`config.mk`:
```
export PLATFORM = sky130hd
export DESIGN_NAME = ibm_bus_mgmt
export DESIGN_NICKNAME = d
export VERILOG_FILES = /design/src/logic/ibm_pkg.sv /design/src/logic/ibm_bus_mgmt.sv /design/src/logic/ibm_sync2.sv /design/src/logic/ibm_srq_detect.sv
export VERILOG_INCLUDE_DIRS = /design/src /design/src/logic
export SDC_FILE = /design/constraint.sdc
export NUM_CORES = 1
export LEC_CHECK = 0
export BUFFER_PORTS_ARGS = -buffer_cell sky130_fd_sc_hd__buf_2
export CORE_UTILIZATION = 55
export DETAILED_ROUTE_END_ITERATION = 16
export PLACE_DENSITY = 0.8
export SYNTH_ARGS = -nofsm -noshare
export SYNTH_HDL_FRONTEND = slang
export SYNTH_HIERARCHICAL = 1
export SYNTH_SLANG_ARGS = --single-unit
```
`constraint.sdc`:
```
create_clock -name clk_sys -period 3.1 [get_ports clk_sys]
set_clock_uncertainty 0.2 [all_clocks]
set_input_delay 0.155 -clock clk_sys [delete_from_list [all_inputs] [get_ports clk_sys]]
set_output_delay 0.155 -clock clk_sys [all_outputs]
set_load 0.02 [all_outputs]
```
`src/logic/ibm_consts.svh`:
```
// Constants for the instrument bus management block: command bytes,
// command codes, address limits and timing counts.
// Assumes a 125 MHz system clock.
`ifndef IBM_CONSTS_SVH
`define IBM_CONSTS_SVH

// ----------------------------------------------------------------------
// Bus command bytes sent with attention asserted
// ----------------------------------------------------------------------
`define IBM_CMD_UNL 8'h3F
`define IBM_CMD_DCL 8'h14
`define IBM_CMD_SDC 8'h04
`define IBM_CMD_LLO 8'h11
`define IBM_CMD_GTL 8'h01
`define IBM_CMD_GET 8'h08
`define IBM_TALK_BASE 8'h40
`define IBM_LISTEN_BASE 8'h20
`define IBM_ADDR_MASK 8'h1F

// ----------------------------------------------------------------------
// Host request codes
// ----------------------------------------------------------------------
`define IBM_OP_NONE 3'h0
`define IBM_OP_ABORT 3'h1
`define IBM_OP_CLEAR 3'h2
`define IBM_OP_REMOTE 3'h3
`define IBM_OP_LOCKOUT 3'h4
`define IBM_OP_LOCAL 3'h5
`define IBM_OP_TRIGGER 3'h6

// ----------------------------------------------------------------------
// Sizes and timing
// ----------------------------------------------------------------------
`define IBM_MAX_ADDR 4'h8
`define IBM_IFC_NS 100
`define IBM_CLK_NS 8
`define IBM_IFC_CYC ((`IBM_IFC_NS + `IBM_CLK_NS - 1) / `IBM_CLK_NS)
`define IBM_IFC_W 5

`endif

```
`src/logic/ibm_pkg.sv`:
```
// Types for the instrument bus management block.
// Assumes ibm_consts.svh is on the include path.
`include "ibm_consts.svh"

package ibm_pkg;

    // Host request as it is taken
    typedef struct packed {
        logic [2:0] op;
        logic [3:0] addr_cnt;
        logic [39:0] addrs;
        logic [4:0] my_addr;
    } ibm_req_t;

    // Status shown to the host
    typedef struct packed {
        logic busy;
        logic done;
        logic role_err;
        logic active_ctl;
        logic lockout;
        logic remote;
        logic srq_irq;
    } ibm_stat_t;

    // One byte handed to the byte handshake
    typedef struct packed {
        logic atn;
        logic [7:0] data;
    } ibm_byte_t;

endpackage : ibm_pkg

```
`src/logic/ibm_bus_mgmt.sv`:
```
// Controller-side management of a parallel instrument bus.
// Assumes a byte handshake engine outside takes bus bytes on out_valid
// and out_ready; bus lines ren, srq, ifc are pins.
`timescale 1ns/10ps

// Functional notes
// - Abort stops transfers and pulses interface clear.
// - Interface clear hits all; addresses selective.
// - Device clear only as active controller.
// - System controller asserts remote at reset, abort.
// - Lockout sent universally, active controller only.
// - Lockout survives abort; interface local cancels.
// - Local addressed selective; interface-wide needs system.
// - Remote refused unless system controller.
// - Trigger listeners, or address then trigger.
// - Abort needs active or system; regains active.
// - Abort with addresses is rejected.
// - Enabled service request raises interrupt while active controller.
// - Two interrupt classes: service, non-active events.
// - Attention true for commands, false for data.
// - Unlisten, talker, listeners, then data.
// - Service request is sampled as a level.
module ibm_bus_mgmt
    import ibm_pkg::*;
(
    input wire logic clk_sys,
    input wire logic arst_n,
    input wire logic req_valid,
    output logic req_ready,
    input ibm_req_t req,
    input wire logic sys_ctl,
    input wire logic srq_en,
    input wire logic irq_ack,
    input wire logic ctl_event,
    input wire logic data_done,
    output ibm_byte_t out_byte,
    output logic out_valid,
    input wire logic out_ready,
    output logic ifc_o,
    output logic ren_o,
    input wire logic srq_pin,
    output ibm_stat_t status,
    output logic srq_irq,
    output logic nac_irq
);
    // ------------------------------------------------------------------
    // State and storage
    // ------------------------------------------------------------------
    typedef enum logic [2:0] {
        IBM_IDLE, IBM_IFC, IBM_UNL, IBM_TALK, IBM_LISTEN, IBM_MSG, IBM_DATA
    } ibm_state_t;

    ibm_state_t state_ff, nxt_state;
    ibm_req_t req_ff, nxt_req;
    logic [3:0] idx_ff, nxt_idx;
    logic [`IBM_IFC_W-1:0] cnt_ff, nxt_cnt;
    logic active_ff, nxt_active;
    logic ren_ff, nxt_ren;
    logic lockout_ff, nxt_lockout;
    logic err_ff, nxt_err;
    logic done_ff, nxt_done;
    logic nac_ff, nxt_nac;
    ibm_byte_t byte_ff, nxt_byte;
    logic valid_ff, nxt_valid;
    logic init_ff, nxt_init;
    logic srq_sync;
    logic take;
    logic allowed;
    logic ifc_wide;
    logic [4:0] cur_addr;

    // ------------------------------------------------------------------
    // Service request path
    // ------------------------------------------------------------------
    ibm_sync2 u_srq_sync (
        .clk_sys(clk_sys),
        .arst_n(arst_n),
        .din(srq_pin),
        .dout(srq_sync)
    );

    // Devices hold the line until polled, so the level alone is logged
    ibm_srq_detect u_srq (
        .clk_sys(clk_sys),
        .arst_n(arst_n),
        .srq_lvl(srq_sync),
        .enable(srq_en),
        .active(active_ff),
        .ack(irq_ack),
        .irq(srq_irq)
    );

    // ------------------------------------------------------------------
    // Request decode and role checks
    // ------------------------------------------------------------------
    assign take = req_valid && (state_ff == IBM_IDLE) && init_ff;
    assign req_ready = (state_ff == IBM_IDLE) && init_ff;
    assign ifc_wide = (req.addr_cnt == 4'h0);
    assign cur_addr = req_ff.addrs[idx_ff*5 +: 5];

    // Whether the current role permits the request
    always_comb begin
        allowed = 1'b0;
        case (req.op)
            `IBM_OP_ABORT: allowed = (active_ff || sys_ctl) && ifc_wide;
            `IBM_OP_CLEAR: allowed = active_ff;
            `IBM_OP_REMOTE: allowed = sys_ctl;
            `IBM_OP_LOCKOUT: allowed = active_ff && ifc_wide;
            `IBM_OP_LOCAL: allowed = ifc_wide ? sys_ctl : active_ff;
            `IBM_OP_TRIGGER: allowed = active_ff;
            default: allowed = 1'b0;
        endcase
        if (req.addr_cnt > `IBM_MAX_ADDR) begin
            allowed = 1'b0;
        end
    end

    // ------------------------------------------------------------------
    // Sequencer next state
    // ------------------------------------------------------------------
    always_comb begin
        nxt_state = state_ff;
        nxt_req = req_ff;
        nxt_idx = idx_ff;
        nxt_cnt = cnt_ff;
        nxt_active = active_ff;
        nxt_ren = ren_ff;
        nxt_lockout = lockout_ff;
        nxt_err = err_ff;
        nxt_done = 1'b0;
        nxt_byte = byte_ff;
        nxt_valid = valid_ff;
        nxt_init = 1'b1;
        nxt_nac = nac_ff;
        if (irq_ack) begin
            nxt_nac = 1'b0;
        end
        if (ctl_event && !active_ff) begin
            nxt_nac = 1'b1;
        end
        if (valid_ff && out_ready) begin
            nxt_valid = 1'b0;
        end
        case (state_ff)
            IBM_IDLE: begin
                if (!init_ff) begin
                    // Power-up behaves as an abort when system controller
                    if (sys_ctl) begin
                        nxt_state = IBM_IFC;
                        nxt_cnt = '0;
                        nxt_active = 1'b1;
                        nxt_ren = 1'b1;
                    end
                end else if (take) begin
                    nxt_req = req;
                    nxt_idx = 4'h0;
                    nxt_err = !allowed;
                    if (allowed) begin
                        case (req.op)
                            `IBM_OP_ABORT: begin
                                nxt_state = IBM_IFC;
                                nxt_cnt = '0;
                                nxt_valid = 1'b0;
                                nxt_active = 1'b1;
                                if (sys_ctl) begin
                                    nxt_ren = 1'b1;
                                end
                            end
                            `IBM_OP_REMOTE: begin
                                nxt_ren = 1'b1;
                                nxt_state = ifc_wide ? IBM_IDLE : IBM_UNL;
                                nxt_done = ifc_wide;
                            end
                            `IBM_OP_LOCAL: begin
                                if (ifc_wide) begin
                                    nxt_ren = 1'b0;
                                    nxt_lockout = 1'b0;
                                    nxt_done = 1'b1;
                                end else begin
                                    nxt_state = IBM_UNL;
                                end
                            end
                            `IBM_OP_LOCKOUT: begin
                                nxt_lockout = 1'b1;
                                nxt_state = IBM_MSG;
                            end
                            default: begin
                                // Clear and trigger: universal or addressed
                                nxt_state = ifc_wide ? IBM_MSG : IBM_UNL;
                            end
                        endcase
                    end else begin
                        nxt_done = 1'b1;
                    end
                end
            end
            IBM_IFC: begin
                nxt_cnt = cnt_ff + 1'b1;
                if (cnt_ff == `IBM_IFC_W'(`IBM_IFC_CYC - 1)) begin
                    nxt_state = IBM_IDLE;
                    nxt_done = init_ff;
                end
            end
            IBM_UNL: begin
                if (!valid_ff || out_ready) begin
                    nxt_byte = '{atn: 1'b1, data: `IBM_CMD_UNL};
                    nxt_valid = 1'b1;
                    nxt_state = IBM_TALK;
                end
            end
            IBM_TALK: begin
                if (!valid_ff || out_ready) begin
                    nxt_byte = '{atn: 1'b1,
                                 data: `IBM_TALK_BASE | {3'h0, req_ff.my_addr}};
                    nxt_valid = 1'b1;
                    nxt_state = IBM_LISTEN;
                end
            end
            IBM_LISTEN: begin
                if (!valid_ff || out_ready) begin
                    nxt_byte = '{atn: 1'b1,
                                 data: `IBM_LISTEN_BASE | {3'h0, cur_addr}};
                    nxt_valid = 1'b1;
                    nxt_idx = idx_ff + 4'h1;
                    if (idx_ff + 4'h1 == req_ff.addr_cnt) begin
                        nxt_state = (req_ff.op == `IBM_OP_REMOTE) ? IBM_DATA : IBM_MSG;
                    end
                end
            end
            IBM_MSG: begin
                if (!valid_ff || out_ready) begin
                    nxt_valid = 1'b1;
                    nxt_state = IBM_DATA;
                    case (req_ff.op)
                        `IBM_OP_CLEAR: nxt_byte = '{atn: 1'b1,
                            data: (req_ff.addr_cnt == 4'h0) ? `IBM_CMD_DCL : `IBM_CMD_SDC};
                        `IBM_OP_LOCKOUT: nxt_byte = '{atn: 1'b1, data: `IBM_CMD_LLO};
                        `IBM_OP_LOCAL: nxt_byte = '{atn: 1'b1, data: `IBM_CMD_GTL};
                        default: nxt_byte = '{atn: 1'b1, data: `IBM_CMD_GET};
                    endcase
                end
            end
            IBM_DATA: begin
                // Wait for the last byte to leave, then release attention
                if (!valid_ff || out_ready) begin
                    nxt_byte.atn = 1'b0;
                    nxt_state = IBM_IDLE;
                    nxt_done = 1'b1;
                end
            end
            default: nxt_state = IBM_IDLE;
        endcase
    end

    // ------------------------------------------------------------------
    // Sequencer registers
    // ------------------------------------------------------------------
    always_ff @(posedge clk_sys or negedge arst_n) begin
        if (!arst_n) begin
            state_ff <= IBM_IDLE;
            req_ff <= '0;
            idx_ff <= 4'h0;
            cnt_ff <= '0;
            active_ff <= 1'b0;
            ren_ff <= 1'b0;
            lockout_ff <= 1'b0;
            err_ff <= 1'b0;
            done_ff <= 1'b0;
            byte_ff <= '0;
            valid_ff <= 1'b0;
            init_ff <= 1'b0;
            nac_ff <= 1'b0;
        end else begin
            state_ff <= nxt_state;
            req_ff <= nxt_req;
            idx_ff <= nxt_idx;
            cnt_ff <= nxt_cnt;
            active_ff <= nxt_active;
            ren_ff <= nxt_ren;
            lockout_ff <= nxt_lockout;
            err_ff <= nxt_err;
            done_ff <= nxt_done;
            byte_ff <= nxt_byte;
            valid_ff <= nxt_valid;
            init_ff <= nxt_init;
            nac_ff <= nxt_nac;
        end
    end

    // ------------------------------------------------------------------
    // Outputs
    // ------------------------------------------------------------------
    assign out_byte = byte_ff;
    assign out_valid = valid_ff;
    assign ifc_o = (state_ff == IBM_IFC);
    assign ren_o = ren_ff;
    assign nac_irq = nac_ff;
    assign status = '{busy: (state_ff != IBM_IDLE), done: done_ff, role_err: err_ff,
                      active_ctl: active_ff, lockout: lockout_ff, remote: ren_ff,
                      srq_irq: srq_irq};
endmodule : ibm_bus_mgmt

```
`src/logic/ibm_sync2.sv`:
```
// Two flip-flop synchroniser for a bus input line.
// Assumes the input is asynchronous to clk_sys.
`timescale 1ns/10ps

module ibm_sync2 (
    input wire logic clk_sys,
    input wire logic arst_n,
    input wire logic din,
    output logic dout
);
    logic meta_ff;
    logic nxt_meta;
    logic sync_ff;
    logic nxt_sync;

    // Next values of the chain
    always_comb begin
        nxt_meta = din;
        nxt_sync = meta_ff;
    end

    // Registers of the chain
    always_ff @(posedge clk_sys or negedge arst_n) begin
        if (!arst_n) begin
            meta_ff <= 1'b0;
            sync_ff <= 1'b0;
        end else begin
            meta_ff <= nxt_meta;
            sync_ff <= nxt_sync;
        end
    end

    assign dout = sync_ff;
endmodule : ibm_sync2

```
`src/logic/ibm_srq_detect.sv`:
```
// Level-sensitive service request detector with enable and latch.
// Assumes srq_lvl is already synchronised to clk_sys.
`timescale 1ns/10ps

module ibm_srq_detect (
    input wire logic clk_sys,
    input wire logic arst_n,
    input wire logic srq_lvl,
    input wire logic enable,
    input wire logic active,
    input wire logic ack,
    output logic irq
);
    logic irq_ff;
    logic nxt_irq;

    // Sample the level; once logged, hold until the host acknowledges
    always_comb begin
        nxt_irq = irq_ff;
        if (ack) begin
            nxt_irq = 1'b0;
        end
        if (srq_lvl && enable && active) begin
            nxt_irq = 1'b1;
        end
    end

    // Interrupt flag register
    always_ff @(posedge clk_sys or negedge arst_n) begin
        if (!arst_n) begin
            irq_ff <= 1'b0;
        end else begin
            irq_ff <= nxt_irq;
        end
    end

    assign irq = irq_ff;
endmodule : ibm_srq_detect

```
==> impl_metrics.ini <==
[route]
wl_mm = 11.1
num_vias = 3857
ant_nets = 0
drc_errors = 0
wire_per_inst_microns = 16.0
via_per_inst = 5.59
firstDrtPassIters = 4
first_iter_violations = 210

[pwr]
p_total_uw = 4580
vdd_drop_max_mv = 0.476
p_leak_uw = 0.00265
powerDensity_mw_per_mm2 = 842

[setup_path]
worstPathCellList = dlygate4sd3_1 -> buf_2 -> or4_1 -> o31a_1 -> a31oi_4 -> o221ai_2 -> a221o_1
cp_slowest_cell = or4_1
rrSetupSlack_ns = 0.79
crit_required_ns = 3.15
cpLargestDelayFamily = compound AO/OA/AOI/OAI gates
path_max_fanout = 9
cp_num_buf_inv = 2
critPathKind = in -> reg
setup.worst_path.end_class = flop
critPathMaxStageDelay_ns = 0.65
start_kind = primary input
crit_arrival_ns = 2.79

[placement]
gp_congestion = 0.804
place.detailed.hpwl_mm = 6.66
dpl_cell_area_sq_mm = 0.00469
dpl_worst_slack_ns = 0.567
portBuffers = 81

[hold_path]
hp-class = in -> reg

[floorplan]
start_util_pct = 57.6
rows = 31
io_pins = 84
die-area_sq_mm = 0.00808
die_w_microns = 89.9
core_area_sq_mm = 0.00737
die_h_microns = 89.9

[synth]
ys_warn_count = 6
synth_top_cell_by_area = dfrtp_1
synth_area_per_cell_sq_um = 9.14
syn-cell-area_sq_mm = 0.00425
ys_seq_elements = 83
synthCells = 465
netlist.area_leader.share_pct = 48.9
synthArstFlopShare_pct = 100
synth_nets = 530
synth-main-ff-cell = dfrtp_1
ys_seq_area_share_pct = 48.9
synth_cell_type_count = 62
ys_top_cells_by_area = dfrtp_1 (49%), nand2_1 (15%), mux4_2 (5.3%)
synth_edf_count = 0

[timing]
setup_slack_ns = 0.357
finalCriticalPeriod_ns = 2.74
setup_tns_ns = 0
rsz0062_at_grt = no
hold_violations = 0
setup_viol = 0
worst_slew_pin_slew_ns = 1.01
slew_violations = 0
maxSlewHeadroom_pct = 32.8
finalCritPeriodShare_pct = 88.5
max_freq_mhz = 365

[clock_network]
htreeDepth = 3
root_buffer = clkbuf_8
ctsLongestPathBuffers = 2
clk_pin_slew_ns = 0.08
cts_sinks = 83
cts_tree = built
clk-insertion-delay-late_ns = 0.36
numCtsBuffers = 9

[grt]
grt_antenna_before_repair = 0
grt_max_degree = 84
grt_pass1_wl_mm = 18.2
grt_overflow = 0
grt_pass1_vias = 3861
grt_use_total_pct = 28.7

[run]
drv_cap = 0

[final_layout]
drive_gt1_share_pct = 21.0
areaGrowthSynthToFinish_pct = 28.0
seqCellArea_sq_mm = 0.00208
finish.net_count = 652
multi_input_area_sq_mm = 0.00197
diodes = 0
final_util_pct = 73.8
final_area_sq_mm = 0.00544
fillCellCount = 532

[status]
outcome = finished, final reports clean
-- power by group --
| part | switching [uW] | total [uW] | internal (uW) |
|---|---|---|---|
| logic | 1090 | 1950 | 866 |
| clock network | 395 | 760 | 365 |
| registers | 326 | 1860 | 1540 |
-- worst paths after layout --
kind | startpoint | to | cells after the start
setup / recovery | req[46] | cnt_ff[2] | 7
hold / removal | req_valid | ren_o | 3
setup reg to reg | state_ff[1] | req_ff[17] | 8
hold reg to reg | u_srq_sync/meta_ff | u_srq_sync/dout | 0
max in group asynchronous | arst_n | err_ff | 2
min in group asynchronous | arst_n | out_byte[5] | 2
-- registers in the layout, indices dropped and copies added (netlist names) --
signal,flops
active_ff,1
cnt_ff,5
done_ff,1
err_ff,1
idx_ff,4
init_ff,1
lockout_ff,1
nac_irq,1
out_byte,8
out_valid,1
ren_o,1
req_ff,52
state_ff,3
u_srq/irq,1
u_srq_sync/dout,1
u_srq_sync/meta_ff,1
-- cells in the final DEF, fill, tap and decap left out, types with 4 or more instances in the layout --
master / count
inv_1: 11
xnor2_1: 7
mux4_2: 10
dfrtp_1: 83
nand2_1: 169
buf_2: 80
nand3_1: 9
dlygate4sd3_1: 56
o21ai_0: 13
nor2_1: 20
o211ai_1: 4
nor2b_1: 7
clkbuf_8: 9
mux2i_1: 6
a21oi_1: 10
a22o_1: 4
buf_4: 8
-- cell usage after synthesis, types with 3 or more instances --
cell type and instances:
or3_1 3, o211ai_1 4, nand2_1 170, ha_1 3, clkbuf_1 17, nor3_1 3
a22o_1 4, o21ai_0 13, xnor2_1 7, nor4_1 3, nor2b_1 7, a41o_1 3
and2_1 3, a31oi_1 3, inv_1 11, mux4_2 10, buf_1 4, mux2i_1 6
dfrtp_1 83, nand2b_1 3, o221ai_1 3, nor2_1 20, nand3_1 9, a21oi_1 10
xor2_1 3, buf_2 6, buf_4 7
-- through the flow --
step	hold slack, ns	std cells
after floorplan	-0.341	465
after global placement	0.0637	619
after detailed placement	0.0648	619
after CTS	0.0283	690
after global routing	0.0609	690
final	0.0396	690
-- what timing repair did --
| action | 4_1_cts | 5_1_grt |
|---|---|---|
| buffers inserted | 0 | 0 |
| setup endpoints to repair | 0 | 0 |
| endpoints found under the hold margin | 137 | 0 |
| gates resized for setup | 0 | 0 |
| hold buffers | 56 | 0 |
-- cells by family after synthesis --
family                   share of synthesized area (%)
adder cells (fa/ha/maj)                          0.884
XOR/XNOR                                          2.06
multiplexers                                      7.25
AO/OA/AOI/OAI                                     11.9
flip-flops                                        48.9
buffers and inverters                             4.77
AND/OR/NAND/NOR                                   24.1
other                                            0.177
-- layout make-up --
cell class | count | area share, %
Clock buffer | 10 | 2.35
Clock inverter | 5 | 1.01
Inverter | 11 | 0.759
Multi-Input combinational cell | 337 | 36.3
Sequential cell | 83 | 38.2
Tap cell | 99 | 2.28
Timing Repair Buffer | 145 | 19.1
-- routing by layer --
layer	GRT usage, %	vias to the layer above	wire (microns)
met1	33.8	1887	4430
met3	4.15	30	438
met4	13.0	0	324
met5	0	-	0
met2	52.0	129	5870
li1	-	1811	-
-- worst register-to-register path, delay by kind of cell, from the launching register on --
family	cells	cell delay, ns
flops	1	0.38
buf+inv	2	0.45
simple gates	6	1.16
Power figures use the tool's default switching activity.
